**config.mk**
```make
export PLATFORM = sky130hd
export DESIGN_NAME = light_sensor_regs
export DESIGN_NICKNAME = d
export VERILOG_FILES = /design/src/light_sensor_pkg.sv /design/src/light_sensor_regs.sv
export VERILOG_INCLUDE_DIRS = /design/src
export SDC_FILE = /design/constraint.sdc
export NUM_CORES = 1
export LEC_CHECK = 0
export BUFFER_PORTS_ARGS = -buffer_cell sky130_fd_sc_hd__clkbuf_2
export CORE_MARGIN = 10
export CORE_UTILIZATION = 39
export CTS_CLUSTER_DIAMETER = 60
export DETAILED_ROUTE_END_ITERATION = 12
export SYNTH_ARGS = -nofsm -noshare
export SYNTH_HDL_FRONTEND = slang
export SYNTH_SLANG_ARGS = --single-unit
```
**constraint.sdc**
```tcl
create_clock -name clock -period 14.5 [get_ports clock]
set_input_delay 1.45 -clock clock [delete_from_list [all_inputs] [get_ports clock]]
set_output_delay 1.45 -clock clock [all_outputs]
set_load 0.005 [all_outputs]
```
**src/light_sensor_cfg.svh**
```systemverilog
// Offsets, field positions, reset values and timing counts of the sensor register slice
// Overview of operation
// - Repeat shorter than conversion runs at conversion rate
// - Resolution bits 6:4 pick 20..13 bits
// - Resolution resets to code 010, 100 ms
// - Repeat bits 2:0 pick 25..2000 ms
// - Timing register resets 0x22, bits 7,3 zero
// - Gain bits 2:0 pick 1,3,6,9,18
// - Gain register resets 0x01, bits 7:3 reserved
// - Identification register read-only, part and revision
// - Interrupt flag bit 4 on persistent out-of-range
// - Reading status clears interrupt flag
// - Power-on flag bit 5 set, read clears
// - New-data flag bit 3, read clears
// - Status register resets to 0x20
// - Mode control write restarts the measurement
// - Result bytes frozen during reads of 0x07..0x12
// - Persist setting plus one gives needed out-of-range count
`ifndef LIGHT_SENSOR_CFG_SVH
`define LIGHT_SENSOR_CFG_SVH
`define SLAVE_ADDR 7'h53
`define OFS_MODE_CTRL 8'h00
`define OFS_TIMING 8'h04
`define OFS_GAIN 8'h05
`define OFS_IDENT 8'h06
`define OFS_STATUS 8'h07
`define OFS_AMB_0 8'h0D
`define OFS_AMB_1 8'h0E
`define OFS_AMB_2 8'h0F
`define OFS_UV_0 8'h10
`define OFS_UV_1 8'h11
`define OFS_UV_2 8'h12
`define TIMING_RESET 8'h22
`define TIMING_MASK 8'h77
`define GAIN_RESET 8'h01
`define GAIN_MASK 8'h07
`define STATUS_RESET 8'h20
`define RES_LSB 4
`define RATE_LSB 0
`define ST_PWR_BIT 5
`define ST_INT_BIT 4
`define ST_NEW_BIT 3
`define CLK_PERIOD_NS 10
`define HALF_MS_NS 500000
// Conversion times in half milliseconds
`define CONV_400 13'd800
`define CONV_200 13'd400
`define CONV_100 13'd200
`define CONV_50 13'd100
`define CONV_25 13'd50
`define CONV_12P5 13'd25
// Repeat intervals in half milliseconds
`define REP_25 13'd50
`define REP_50 13'd100
`define REP_100 13'd200
`define REP_200 13'd400
`define REP_500 13'd1000
`define REP_1000 13'd2000
`define REP_2000 13'd4000
`endif

```
**src/light_sensor_pkg.sv**
```systemverilog
// Types shared by the sensor register slice
package light_sensor_pkg;
  typedef enum logic [2:0] {
    ST_IDLE = 3'b000,
    ST_ADDR = 3'b001,
    ST_AACK = 3'b011,
    ST_RX = 3'b010,
    ST_RACK = 3'b110,
    ST_TX = 3'b111,
    ST_TACK = 3'b101
  } i2c_state_e;
endpackage

```
**src/light_sensor_regs.sv**
```systemverilog
// I2C register slice: timing, gain, identification, status and result lock
`timescale 1ns/1ns
`include "light_sensor_cfg.svh"
module light_sensor_regs #(
  parameter int HALF_MS_CYCLES = `HALF_MS_NS / `CLK_PERIOD_NS,
  parameter logic [3:0] PART_NUMBER = 4'h5, // Arbitrary value
  parameter logic [3:0] REVISION = 4'h1 // Arbitrary value
) (
  input wire logic clock,
  input wire logic rst_n,
  input wire logic scl_i,
  input wire logic sda_i,
  output logic sda_o,
  output logic sda_oe,
  input wire logic meas_enable,
  input wire logic result_is_uv,
  input wire logic result_valid,
  input wire logic [19:0] result_data,
  input wire logic int_enable,
  input wire logic int_sel_uv,
  input wire logic [19:0] upper_limit,
  input wire logic [19:0] lower_limit,
  input wire logic [3:0] out_of_range_count_setting,
  output logic conv_start,
  output logic [2:0] resolution_code,
  output logic [2:0] gain_code,
  output logic mode_wr,
  output logic [7:0] mode_wdata
);
  logic [1:0] rst_sync_ff;
  logic rst_sync_n;
  logic [2:0] scl_ff, sda_ff;
  logic scl_rise, scl_fall, bus_start, bus_stop;
  light_sensor_pkg::i2c_state_e state_ff;
  logic [3:0] bitcnt_ff;
  logic [7:0] shift_ff, ptr_ff, tx_ff;
  logic rw_ff, first_ff, acked_ff, oe_ff, mode_wr_ff;
  logic [7:0] timing_ff, gain_ff, mode_wdata_ff;
  logic pwr_ff, int_ff, new_ff;
  logic [19:0] amb_ff, uv_ff, amb_tmp_ff, uv_tmp_ff;
  logic amb_pend_ff, uv_pend_ff;
  logic [4:0] persist_ff;
  logic [16:0] pre_ff;
  logic [12:0] ivl_ff;
  logic en_d_ff, start_ff;
  logic rx_done, wr_strobe, load_tx, status_clr, locked, out_range, restart, tick;
  logic [12:0] period;

  // Conversion time per resolution code
  function automatic logic [12:0] conv_len(input logic [2:0] c);
    unique case (c)
      3'd0: conv_len = `CONV_400;
      3'd1: conv_len = `CONV_200;
      3'd2: conv_len = `CONV_100;
      3'd3: conv_len = `CONV_50;
      3'd4: conv_len = `CONV_25;
      default: conv_len = `CONV_12P5;
    endcase
  endfunction

  // Repeat interval per rate code
  function automatic logic [12:0] rep_len(input logic [2:0] c);
    unique case (c)
      3'd0: rep_len = `REP_25;
      3'd1: rep_len = `REP_50;
      3'd2: rep_len = `REP_100;
      3'd3: rep_len = `REP_200;
      3'd4: rep_len = `REP_500;
      3'd5: rep_len = `REP_1000;
      default: rep_len = `REP_2000;
    endcase
  endfunction

  // Reset release through two flops
  always_ff @(posedge clock or negedge rst_n) begin
    if (!rst_n) begin
      rst_sync_ff <= 2'b00;
    end else begin
      rst_sync_ff <= {rst_sync_ff[0], 1'b1};
    end
  end
  assign rst_sync_n = rst_sync_ff[1];

  // Pin synchronisers plus one history stage
  always_ff @(posedge clock or negedge rst_sync_n) begin
    if (!rst_sync_n) begin
      scl_ff <= 3'b111;
      sda_ff <= 3'b111;
    end else begin
      scl_ff <= {scl_ff[1:0], scl_i};
      sda_ff <= {sda_ff[1:0], sda_i};
    end
  end
  assign scl_rise = scl_ff[1] & ~scl_ff[2];
  assign scl_fall = ~scl_ff[1] & scl_ff[2];
  assign bus_start = scl_ff[1] & scl_ff[2] & ~sda_ff[1] & sda_ff[2];
  assign bus_stop = scl_ff[1] & scl_ff[2] & sda_ff[1] & ~sda_ff[2];

  // Byte events of the slave
  assign rx_done = scl_fall && bitcnt_ff == 4'd8;
  assign wr_strobe = state_ff == light_sensor_pkg::ST_RX && rx_done && !first_ff;
  assign load_tx = scl_fall && ((state_ff == light_sensor_pkg::ST_AACK && rw_ff) ||
                   (state_ff == light_sensor_pkg::ST_TACK && acked_ff));
  assign status_clr = load_tx && ptr_ff == `OFS_STATUS;
  assign locked = rw_ff && state_ff != light_sensor_pkg::ST_IDLE &&
                  ptr_ff >= `OFS_STATUS && ptr_ff <= `OFS_UV_2;

  // Read multiplexer, unmapped and reserved bits read zero
  function automatic logic [7:0] rd_byte(input logic [7:0] a);
    unique case (a)
      `OFS_TIMING: rd_byte = timing_ff & `TIMING_MASK;
      `OFS_GAIN: rd_byte = gain_ff & `GAIN_MASK;
      `OFS_IDENT: rd_byte = {PART_NUMBER, REVISION};
      `OFS_STATUS: rd_byte = {2'b00, pwr_ff, int_ff, new_ff, 3'b000};
      `OFS_AMB_0: rd_byte = amb_ff[7:0];
      `OFS_AMB_1: rd_byte = amb_ff[15:8];
      `OFS_AMB_2: rd_byte = {4'h0, amb_ff[19:16]};
      `OFS_UV_0: rd_byte = uv_ff[7:0];
      `OFS_UV_1: rd_byte = uv_ff[15:8];
      `OFS_UV_2: rd_byte = {4'h0, uv_ff[19:16]};
      default: rd_byte = 8'h00;
    endcase
  endfunction

  // I2C slave sequencer
  always_ff @(posedge clock or negedge rst_sync_n) begin
    if (!rst_sync_n) begin
      state_ff <= light_sensor_pkg::ST_IDLE;
      bitcnt_ff <= 4'h0;
      shift_ff <= 8'h00;
      tx_ff <= 8'h00;
      ptr_ff <= 8'h00;
      rw_ff <= 1'b0;
      first_ff <= 1'b0;
      acked_ff <= 1'b0;
    end else if (bus_start) begin
      state_ff <= light_sensor_pkg::ST_ADDR;
      bitcnt_ff <= 4'h0;
      rw_ff <= 1'b0;
    end else if (bus_stop) begin
      state_ff <= light_sensor_pkg::ST_IDLE;
      rw_ff <= 1'b0;
    end else begin
      if (scl_rise && bitcnt_ff != 4'd8 &&
          (state_ff == light_sensor_pkg::ST_ADDR || state_ff == light_sensor_pkg::ST_RX)) begin
        shift_ff <= {shift_ff[6:0], sda_ff[1]};
        bitcnt_ff <= bitcnt_ff + 4'd1;
      end
      if (load_tx) begin
        tx_ff <= rd_byte(ptr_ff);
        ptr_ff <= ptr_ff + 8'h01;
        bitcnt_ff <= 4'h0;
        acked_ff <= 1'b0;
        state_ff <= light_sensor_pkg::ST_TX;
      end else begin
        unique case (state_ff)
          light_sensor_pkg::ST_IDLE: begin
          end
          light_sensor_pkg::ST_ADDR: begin
            if (rx_done) begin
              if (shift_ff[7:1] == `SLAVE_ADDR) begin
                state_ff <= light_sensor_pkg::ST_AACK;
                rw_ff <= shift_ff[0];
              end else begin
                state_ff <= light_sensor_pkg::ST_IDLE;
              end
            end
          end
          light_sensor_pkg::ST_AACK: begin
            if (scl_fall) begin
              state_ff <= light_sensor_pkg::ST_RX;
              bitcnt_ff <= 4'h0;
              first_ff <= 1'b1;
            end
          end
          light_sensor_pkg::ST_RX: begin
            if (rx_done) begin
              state_ff <= light_sensor_pkg::ST_RACK;
              first_ff <= 1'b0;
              ptr_ff <= first_ff ? shift_ff : ptr_ff + 8'h01;
            end
          end
          light_sensor_pkg::ST_RACK: begin
            if (scl_fall) begin
              state_ff <= light_sensor_pkg::ST_RX;
              bitcnt_ff <= 4'h0;
            end
          end
          light_sensor_pkg::ST_TX: begin
            if (scl_fall) begin
              if (bitcnt_ff == 4'd7) begin
                state_ff <= light_sensor_pkg::ST_TACK;
              end else begin
                tx_ff <= {tx_ff[6:0], 1'b0};
                bitcnt_ff <= bitcnt_ff + 4'd1;
              end
            end
          end
          light_sensor_pkg::ST_TACK: begin
            if (scl_rise) begin
              if (sda_ff[1]) begin
                state_ff <= light_sensor_pkg::ST_IDLE;
              end else begin
                acked_ff <= 1'b1;
              end
            end
          end
        endcase
      end
    end
  end

  // Data line drive: acknowledge or transmit a zero
  always_ff @(posedge clock or negedge rst_sync_n) begin
    if (!rst_sync_n) begin
      oe_ff <= 1'b0;
    end else begin
      oe_ff <= state_ff == light_sensor_pkg::ST_AACK || state_ff == light_sensor_pkg::ST_RACK ||
               (state_ff == light_sensor_pkg::ST_TX && !tx_ff[7]);
    end
  end
  assign sda_o = 1'b0;
  assign sda_oe = oe_ff;

  // Writable configuration registers
  always_ff @(posedge clock or negedge rst_sync_n) begin
    if (!rst_sync_n) begin
      timing_ff <= `TIMING_RESET;
      gain_ff <= `GAIN_RESET;
      mode_wr_ff <= 1'b0;
      mode_wdata_ff <= 8'h00;
    end else begin
      mode_wr_ff <= wr_strobe && ptr_ff == `OFS_MODE_CTRL;
      if (wr_strobe && ptr_ff == `OFS_MODE_CTRL) begin
        mode_wdata_ff <= shift_ff;
      end
      if (wr_strobe && ptr_ff == `OFS_TIMING) begin
        timing_ff <= shift_ff & `TIMING_MASK;
      end
      if (wr_strobe && ptr_ff == `OFS_GAIN) begin
        gain_ff <= shift_ff & `GAIN_MASK;
      end
    end
  end
  assign mode_wr = mode_wr_ff;
  assign mode_wdata = mode_wdata_ff;
  assign resolution_code = timing_ff[`RES_LSB +: 3];
  assign gain_code = gain_ff[2:0];

  // Measurement pacing in half-millisecond ticks
  assign period = rep_len(timing_ff[`RATE_LSB +: 3]) > conv_len(resolution_code) ?
                  rep_len(timing_ff[`RATE_LSB +: 3]) : conv_len(resolution_code);
  assign restart = mode_wr_ff || (meas_enable && !en_d_ff);
  assign tick = pre_ff == 17'(HALF_MS_CYCLES - 1);
  always_ff @(posedge clock or negedge rst_sync_n) begin
    if (!rst_sync_n) begin
      pre_ff <= 17'h0;
      ivl_ff <= 13'h0;
      en_d_ff <= 1'b0;
      start_ff <= 1'b0;
    end else begin
      en_d_ff <= meas_enable;
      start_ff <= 1'b0;
      if (restart || !meas_enable) begin
        pre_ff <= 17'h0;
        ivl_ff <= 13'h0;
        start_ff <= meas_enable;
      end else begin
        pre_ff <= tick ? 17'h0 : pre_ff + 17'h1;
        if (tick) begin
          if (ivl_ff >= period - 13'h1) begin
            ivl_ff <= 13'h0;
            start_ff <= 1'b1;
          end else begin
            ivl_ff <= ivl_ff + 13'h1;
          end
        end
      end
    end
  end
  assign conv_start = start_ff;

  // Result capture with freeze while a read covers the result range
  always_ff @(posedge clock or negedge rst_sync_n) begin
    if (!rst_sync_n) begin
      amb_ff <= 20'h0;
      uv_ff <= 20'h0;
      amb_tmp_ff <= 20'h0;
      uv_tmp_ff <= 20'h0;
      amb_pend_ff <= 1'b0;
      uv_pend_ff <= 1'b0;
    end else begin
      if (result_valid && !result_is_uv) begin
        amb_tmp_ff <= result_data;
        amb_pend_ff <= 1'b1;
      end else if (!locked && amb_pend_ff) begin
        amb_ff <= amb_tmp_ff;
        amb_pend_ff <= 1'b0;
      end
      if (result_valid && result_is_uv) begin
        uv_tmp_ff <= result_data;
        uv_pend_ff <= 1'b1;
      end else if (!locked && uv_pend_ff) begin
        uv_ff <= uv_tmp_ff;
        uv_pend_ff <= 1'b0;
      end
    end
  end

  // Consecutive out-of-range counter on the selected channel
  assign out_range = result_data > upper_limit || result_data < lower_limit;
  always_ff @(posedge clock or negedge rst_sync_n) begin
    if (!rst_sync_n) begin
      persist_ff <= 5'h0;
    end else if (result_valid && result_is_uv == int_sel_uv) begin
      if (!out_range) begin
        persist_ff <= 5'h0;
      end else if (persist_ff != 5'h1F) begin
        persist_ff <= persist_ff + 5'h1;
      end
    end
  end

  // Status flags: hardware set wins over read clear
  always_ff @(posedge clock or negedge rst_sync_n) begin
    if (!rst_sync_n) begin
      pwr_ff <= 1'b1;
      int_ff <= 1'b0;
      new_ff <= 1'b0;
    end else begin
      if (status_clr) begin
        pwr_ff <= 1'b0;
      end
      if (int_enable && result_valid && result_is_uv == int_sel_uv && out_range &&
          persist_ff >= {1'b0, out_of_range_count_setting}) begin
        int_ff <= 1'b1;
      end else if (status_clr) begin
        int_ff <= 1'b0;
      end
      if (result_valid) begin
        new_ff <= 1'b1;
      end else if (status_clr) begin
        new_ff <= 1'b0;
      end
    end
  end
endmodule // light_sensor_regs

```
Word-level counts from Yosys, hierarchy flattened
Cells that the tools add are included.

Register bits after elaboration: 183. Input port bits: 73. Output and inout port bits: 18.

$add $sub $neg: 6. Order comparisons: 7. Equality and inequality tests: 46. Mux-type cells: 62. Bitwise gates (word level): 16. Reduce and logical (&&, ||, !) cells: 70.

Operators with widths (number): $pmux 8 s10 (1); $pmux 12 s6 (1); $mux 8 (8); $mux 13 (4); $pmux 10 s5 (1); $ne 5x5->1 const B (7); $mux 17 (2); $eq 8x3->1 const B (4); $mux 3 (10); $mux 4 (7); $logic_and 1x1->1 (26); $eq 8x4->1 const B (3); $eq 8x5->1 const B (3); $reduce_bool 2->1 (12); $mux 1 (22); $gt 20x20->1 (1); $lt 20x20->1 (1); $eq 3x2->1 const B (6); $eq 3x3->1 const B (6); $add 17x1->17 const B (1); $eq 17x16->1 const B (1); $pmux 3 s5 (1); $add 13x1->13 const B (1); $ge 13x13->1 (1); other kinds (37) (77).

Depth between registers and ports, before layout
Gate-level depths: netlist of run 1.

Word-level depth: 11. Depth in mapped cells: 28. Gate-level depth less buffers: 26.

Worst setup path before layout of run 1
Ideal clock, no wire load.

Path kind: register to register. Start point: register timing_ff[5]. End point: register ivl_ff[9]. Arrival time: 4.759 ns. Required time: 14.390 ns. Slack: 9.631 ns. Stages on the path, launching flop included: 24. Path buffers: 2. Cell sequence: dfstp_2 clkbuf_1 nor2b_1 nand2_1 o21ai_0 inv_1 ha_1 a211oi_1 o21bai_1 a32o_1 o21ai_1 nand2_1 or2_2 ha_1 nor2_1 nor2_1 o211ai_1 a21oi_1 nor3_1 ha_1 and4_1 a211o_1 buf_2 o41ai_1.

Longest elaborated chain between the ends: 9.

Ends and longest elaborated chain: start, declared (RTL line light_sensor_regs.sv:38) `logic [7:0] timing_ff, gain_ff, mode_wdata_ff;`; start signal, assigned (RTL line light_sensor_regs.sv:228) `` timing_ff <= `TIMING_RESET; ``; start signal, assigned (RTL line light_sensor_regs.sv:238) `` timing_ff <= shift_ff & `TIMING_MASK; ``; $eq 3x3->1 (tied with other cells) (RTL line light_sensor_regs.sv:51) `unique case (c)`; $pmux 10 s5 (*) (RTL line light_sensor_regs.sv:51); $gt 13x13->1 (RTL line light_sensor_regs.sv:251) `` assign period = rep_len(timing_ff[`RATE_LSB +: 3]) > conv_len(resolution_code) ? ``; $mux 13 (*) (RTL line light_sensor_regs.sv:251); $sub 13x1->13 (*) (RTL line light_sensor_regs.sv:271) `if (ivl_ff >= period - 13'h1) begin`; $ge 13x13->1 (*) (RTL line light_sensor_regs.sv:271); $mux 13 (*) (RTL line light_sensor_regs.sv:271); $mux 13 (*) (RTL line light_sensor_regs.sv:270) `if (tick) begin`; $mux 13 (*) (RTL line light_sensor_regs.sv:264) `if (restart || !meas_enable) begin`; end signal, assigned (RTL line light_sensor_regs.sv:275) `ivl_ff <= ivl_ff + 13'h1;`; end, declared (RTL line light_sensor_regs.sv:44) `logic [12:0] ivl_ff;`.

Every way passes the cells marked *; elsewhere a longest branch is shown, timed or not. The select of a mux whose other input is x is not followed. A chain may end at the register's enable or synchronous reset.

Final worst setup path of run 1
Start point: register timing_ff[2]. End point: register ivl_ff[11].

Longest elaborated chain between the ends: 9.

Ends and longest elaborated chain: $eq 3x3->1 (tied with other cells) (RTL line light_sensor_regs.sv:63) `unique case (c)`; $pmux 12 s6 (*) (RTL line light_sensor_regs.sv:63); $gt 13x13->1 (RTL line light_sensor_regs.sv:251); $mux 13 (*) (RTL line light_sensor_regs.sv:251); $sub 13x1->13 (*) (RTL line light_sensor_regs.sv:271); $ge 13x13->1 (*) (RTL line light_sensor_regs.sv:271); $mux 13 (*) (RTL line light_sensor_regs.sv:271); $mux 13 (*) (RTL line light_sensor_regs.sv:270); $mux 13 (*) (RTL line light_sensor_regs.sv:264).

Marks and branches as above.

==> reports/results.ini, run 1 <==
[outcome]
status=finished, final reports clean

[detailed_routing]
wl_um=24700
vias_per_cell=5.43
postRouteAntennaNets=0
wl_per_cell_um=17.0
drc=0
drt_first_iter_violations=577
dr.pass1.iters=5
num_vias=7881

[die]
start_util_pct=39.8
io_pins=91
die_area_sq_um=33600
num_rows=59
die_width_um=183
dieHeight_um=183
core_area_sq_um=26100

[synth]
ys_seq_elements=183
avgSynthCellArea_sq_um=10.0
synth.distinct_cells=66
synth_edf_count=0
yosysWarnings=0
synthFlopType=dfrtp_1
ys_top_cells_by_area=dfrtp_1 (42%), mux2_2 (11%), ha_1 (9.1%)
ys_seq_area_share_pct=44.1
synth_top_cell_by_area=dfrtp_1
synth_area_sq_um=10400
synth_top_area_share_pct=41.6
synthArstFlopShare_pct=100
synthCells=1037

[critical_path]
crit_arrival_ns=5.99
cpMostUsedCell=nor2_1
critPathSlowestCell=dfrtp_1
cp-end-kind=flop
cpPeakStageDelay_ns=0.57
path_max_fanout=16
required_ns=14.82
critical_path_class=flop to flop
crit_path_start_kind=flop

[sta]
period_share_pct=39.2
finalSetupViolations=0
drv_slew=0
slew_headroom_pct=34.5
hold_violations=0
hold_ws_ns=0.324
skew_ns=0.0156
worst_pin_slew_ns=0.982
layout_min_cycle_time_ns=5.68
rsz0062_at_grt=false
fmax_mhz=176
final.setup.tns_ns=0

[cells_and_area]
multiInputGateArea_sq_um=5330
area_growth_pct=12.3
layout_common_cells=dfrtp_1 (172), mux2_2 (106), clkbuf_2 (89)
final_cell_count_no_fill=1451
seq_area_sq_um=4600
drive_above_1_share_pct=23.0
layout_commonest_cell=dfrtp_1
antenna_cells=0
final_cell_area_sq_um=11700
fillers=2518
finalNetCount=1252

[placed_design]
dpl_cell_area_sq_um=11100
gp_congestion=0.839
post-dp-hpwl_um=18000
placed_cells=1419
io_buffers=89

[global_route]
grt_max_degree=76
grt.total_usage_pct=14.8
antenna_found_initial=0
grt.overflow.total=0
grt_pass1_vias=7816
grt_pass1_wl_um=40800

[clock_network]
cts_post_setup_buffers_inserted=0
cts-resized-gates=0
clock_latency_ns=0.43
htreeDepth=4
tritoncts=built
clock_path_buffers=2
hold_buffers=0
root_buffer=clkbuf_16
clock-sinks=183
path_clk_slew_ns=0.08
cts_inserted_buffers=17

[power]
fin_total_pwr_mw=1.25
ir_drop_v=0.0000741
p_per_area_nw_per_um2=107
p_leak_nw=5.45

[flow_run]
drv_cap=0

[worst_hold_path]
hold_class=flop to asynchronous set/reset pin

-- synth_stat cells (5+ instances only) --
cell / n
a211o_1: 6
a211oi_1: 8
a21o_1: 13
a21oi_1: 68
a221oi_1: 6
a22oi_1: 12
a31oi_1: 7
and2_1: 10
and3_1: 13
buf_2: 6
buf_4: 7
clkbuf_1: 29
dfrtp_1: 173
dfstp_2: 10
ha_1: 76
inv_1: 71
mux2_2: 106
mux2i_1: 7
nand2_1: 83
nand2b_1: 12
nand3_1: 27
nand4_1: 18
nand4b_1: 5
nor2_1: 72
nor2b_1: 12
nor3_1: 16
o211ai_1: 5
o21ai_0: 51
o22ai_1: 5
or2_2: 5
or3_1: 11
xnor2_1: 10
xor2_1: 9
-- worst paths after layout --
kind / from / to / slack (ns) / cells after the start
worst max-delay path: timing_ff[2] / ivl_ff[11] / 8.82 / 25
worst min-delay path: rst_sync_ff[1] / amb_ff[17] / 0.32 / 0
worst max register to register: timing_ff[2] / ivl_ff[11] / 8.82 / 25
worst min register to register: rst_sync_ff[1] / amb_ff[17] / 0.32 / 0
max in group asynchronous: rst_sync_ff[1] / ivl_ff[5] / 11.97 / 2
min in group clock: scl_ff[0] / scl_ff[1] / 0.36 / 0
-- stage by stage --
step	worst slack (ns)	util (%)
global route	8.18	44.7
floorplan	9.04	-
CTS	8.89	44.7
finish	8.82	44.7
global placement	9.03	42.5
detailed placement	8.92	42.5
-- sequential cells by signal, indices dropped and copies added (netlist names), 5 cells and up --
signal / cells
ivl_ff: 13
uv_tmp_ff: 20
amb_ff: 20
amb_tmp_ff: 20
ptr_ff: 8
shift_ff: 8
tx_ff: 8
mode_wdata: 8
uv_ff: 20
persist_ff: 5
pre_ff: 17
timing_ff: 6
-- metal layers --
layer | vias to the layer above | GRT usage, % | routed length (um)
met1 | 3881 | 20.0 | 12000
met3 | 24 | 2.96 | 820
met4 | 0 | 3.57 | 246
li1 | 3835 | - | -
met5 | - | 0 | 0
met2 | 141 | 23.9 | 11700
-- logic make-up (layout without fill, tap and decap cells) --
group | Yosys count | in the layout | share of synthesized area, %
compound gates | 220 | 220 | 13.5
xor+xnor | 19 | 19 | 1.60
fa+ha+maj | 76 | 76 | 9.14
buf+inv | 119 | 197 | 4.76
flops | 183 | 183 | 44.1
mux | 113 | 113 | 12.1
other cells | 2 | 3 | 0.0722
simple gates | 305 | 305 | 14.7
-- cell type report --
type / count / share of cell area [%]
multi-input combinational: 736 / 45.6
sequential: 183 / 39.3
timing repair buffer: 94 / 4.13
clock buffer: 18 / 3.76
tap: 335 / 3.59
inverter: 71 / 2.28
clock inverter: 14 / 1.30
-- worst max-delay path: cells and delay by family (launching register included) --
| family | cells | cell delay, ns |
|---|---|---|
| fa+ha+maj | 3 | 0.78 |
| compound gates | 10 | 2.06 |
| buf+inv | 1 | 0.10 |
| simple gates | 11 | 2.03 |
| flops | 1 | 0.57 |
-- power by group --
group          internal (mW)  leakage, nW  switching (mW)
sequential             0.576         2.26          0.0620
clock                  0.236        0.292           0.226
combinational         0.0848         2.89          0.0689
total                  0.897         5.45           0.357
Note: power is estimated with default switching activity, not from simulation.
==> inputs of run 2 (changes only) <==
==> constraint.sdc (replaced) <==
create_clock -name clock -period 5.41 [get_ports clock]
set_input_delay 0.541 -clock clock [delete_from_list [all_inputs] [get_ports clock]]
set_output_delay 0.541 -clock clock [all_outputs]
set_load 0.005 [all_outputs]
==> run 2 against run 1 <==
Via count rose by 0.13%. Sequential cell count unchanged. Sequential power increased to 2.7 times the previous value. Maximum frequency rose by 13%. Non-clock buffer count up 5. Die area did not move. Final cell count is 0.34% higher. Worst hold slack worse by 0.14 ns. Largest cell class unchanged.
==> reports/results.ini, run 2 (synthesized netlist as in run 1, its figures left out) <==
[global_route]
grt_pass1_wl_um=41200  ; was 40,800 um
antenna_found_initial=0  ; unchanged
grt.overflow.total=0  ; unchanged
grt_pass1_vias=7912  ; was 7,816
grt_max_degree=107  ; was 76
grt.total_usage_pct=14.9  ; was 14.8%

[outcome]
status=finished, final reports clean  ; unchanged

[die]
dieHeight_um=183  ; unchanged
core_area_sq_um=26100  ; unchanged
die_area_sq_um=33600  ; unchanged
die_width_um=183  ; unchanged
io_pins=91  ; unchanged
start_util_pct=39.8  ; unchanged
num_rows=59  ; unchanged

[critical_path]
cpMostUsedCell=ha_1  ; was nor2_1
cp-end-kind=flop  ; unchanged
regToRegSetupSlack_ns=0.37  ; was 8.82 ns
critical_path_class=flop to flop  ; unchanged
cpPeakStageDelay_ns=0.65  ; was 0.57 ns
critPathLaunch=timing_ff[5]  ; was timing_ff[2]
crit_arrival_ns=5.39  ; was 5.99 ns
r2r_cells=22  ; was 25
reg2reg_from=timing_ff[5]  ; was timing_ff[2]
cp_top_family=simple AND/OR/NAND/NOR gates  ; was compound AO/OA/AOI/OAI gates
crit_chain=nor2b_1 -> nand2_1 -> o21ai_0 -> inv_1 -> ha_1 -> a211oi_1 -> o21bai_1 -> a32o_1 -> o21ai_1 -> nand2_1 -> or2_2 -> ha_1 -> nor2_1 -> nor2_1 -> o211ai_1 -> a21oi_1 -> nor3_1 -> ha_1 -> and4_1 -> a211o_2 -> or3_1 -> o21ai_0
path_max_fanout=16  ; unchanged
critPathSlowestCell=dfstp_2  ; was dfrtp_1
path_buf_inv=1  ; unchanged
reg2reg_to=ivl_ff[10]  ; was ivl_ff[11]
required_ns=5.76  ; was 14.82 ns
crit_path_start_kind=flop  ; unchanged

[cells_and_area]
fin_util_pct=44.9  ; was 44.7%
fillers=2553  ; was 2,518
layout_common_cells=dfrtp_1 (172), mux2_2 (106), clkbuf_2 (89)  ; unchanged
finalNetCount=1257  ; was 1,252
drive_above_1_share_pct=23.4  ; was 23.0%
layout_commonest_cell=dfrtp_1  ; unchanged
final_cell_count_no_fill=1456  ; was 1,451
antenna_cells=0  ; unchanged
area_growth_pct=12.8  ; was 12.3%
final_cell_area_sq_um=11700  ; about the same

[power]
ir_drop_v=0.000183  ; was 0.0000741 V
fin_total_pwr_mw=3.38  ; was 1.25 mW
p_leak_nw=5.47  ; was 5.45 nW
p_per_area_nw_per_um2=288  ; was 107 nW/um^2

[placed_design]
io_buffers=89  ; unchanged
placed_cells=1423  ; was 1,419
post-dp-hpwl_um=18000  ; about the same
dpl_cell_area_sq_um=11100  ; about the same
place_ws_ns=0.372  ; was 8.92 ns
gp_congestion=0.827  ; was 0.839

[clock_network]
htreeDepth=4  ; unchanged
cts_post_setup_buffers_inserted=0  ; unchanged
clock_latency_ns=0.43  ; about the same
root_buffer=clkbuf_16  ; unchanged
cts_inserted_buffers=17  ; unchanged
path_clk_slew_ns=0.07  ; was 0.08 ns
clock_path_buffers=2  ; unchanged
clock-sinks=183  ; unchanged
tritoncts=built  ; unchanged

[worst_hold_path]
min_from=sda_i
min_delay_path_depth=1
hold_class=primary input to flop  ; was flop to asynchronous set/reset pin
whs_endpoint=sda_ff[0]

[sta]
rsz0062_at_grt=false  ; unchanged
finalSetupViolations=0  ; unchanged
fmax_mhz=198  ; was 176 MHz
hold_violations=0  ; unchanged
final.setup.tns_ns=0  ; unchanged
slew_headroom_pct=33.0  ; was 34.5%
worst_pin_slew_ns=1.00  ; was 0.982 ns
setup_slack_ns=0.369  ; was 8.82 ns
hold_ws_ns=0.188  ; was 0.324 ns
skew_ns=0.0142  ; was 0.0156 ns
drv_slew=0  ; unchanged
layout_min_cycle_time_ns=5.04  ; was 5.68 ns
period_share_pct=93.2  ; was 39.2%

[detailed_routing]
num_vias=7891  ; was 7,881
wl_um=24400  ; was 24,700 um
postRouteAntennaNets=0  ; unchanged
wl_per_cell_um=16.8  ; was 17.0 um
vias_per_cell=5.42  ; was 5.43
drt_first_iter_violations=568  ; was 577
drc=0  ; unchanged
dr.pass1.iters=5  ; unchanged

[flow_run]
drv_cap=0  ; unchanged

[run 2: worst max-delay path by stage]
stage               slack (ns)  cells after the start          to
finish                    0.37                     22  ivl_ff[10]
global route              0.05                     22   ivl_ff[5]
CTS                       0.33                     22  ivl_ff[10]
detailed placement        0.37                     25  ivl_ff[12]
global placement          0.48                     25  ivl_ff[11]
floorplan                 0.54                     23   ivl_ff[9]
[run 2: worst register-to-register path: stages (launching register included)]
cell      delay [ns]
dfstp_2         0.65
nor2b_1         0.35
nand2_1         0.16
o21ai_0         0.14
inv_1           0.07
ha_1            0.18
a211oi_1        0.24
o21bai_1        0.11
a32o_1          0.20
o21ai_1         0.16
nand2_1         0.15
or2_2           0.32
ha_1            0.27
nor2_1          0.13
nor2_1          0.05
o211ai_1        0.15
a21oi_1         0.06
nor3_1          0.25
ha_1            0.27
and4_1          0.16
a211o_2         0.42
or3_1           0.38
o21ai_0         0.09
[run 2: final cells by class]
type | instances | area (sq um) | share of cell area (%)
inverter | 71 | 267 | 2.27
timing repair buffer | 99 | 536 | 4.56
tap | 335 | 419 | 3.57
multi-input combinational | 736 | 5330 | 45.4
sequential | 183 | 4600 | 39.2
clock buffer | 17 | 425 | 3.63
clock inverter | 15 | 160 | 1.36
[run 2: where the power goes]
part           switching (mW)  leakage, nW  internal (mW)  total, mW
logic                   0.179         2.92          0.229      0.408
clock network           0.594        0.285          0.657       1.25
registers               0.176         2.26           1.54       1.72
total                   0.949         5.47           2.43       3.38
[run 2: layer usage]
layer / wire length, um / vias to the layer above / track usage (%)
li1: - / 3845 / -
met1: 11800 / 3889 / 20.4
met2: 11600 / 148 / 24.0
met3: 874 / 9 / 2.77
met4: 141 / 0 / 3.38
met5: 0 / - / 0
[run 2: repair_timing]
| item | in CTS | in global routing |
|---|---|---|
| hold buffers | 1 | 0 |
| resized for setup | 0 | 1 |
| endpoints found under the setup margin | 0 | 9 |
| endpoints found under the hold margin | 2 | 0 |
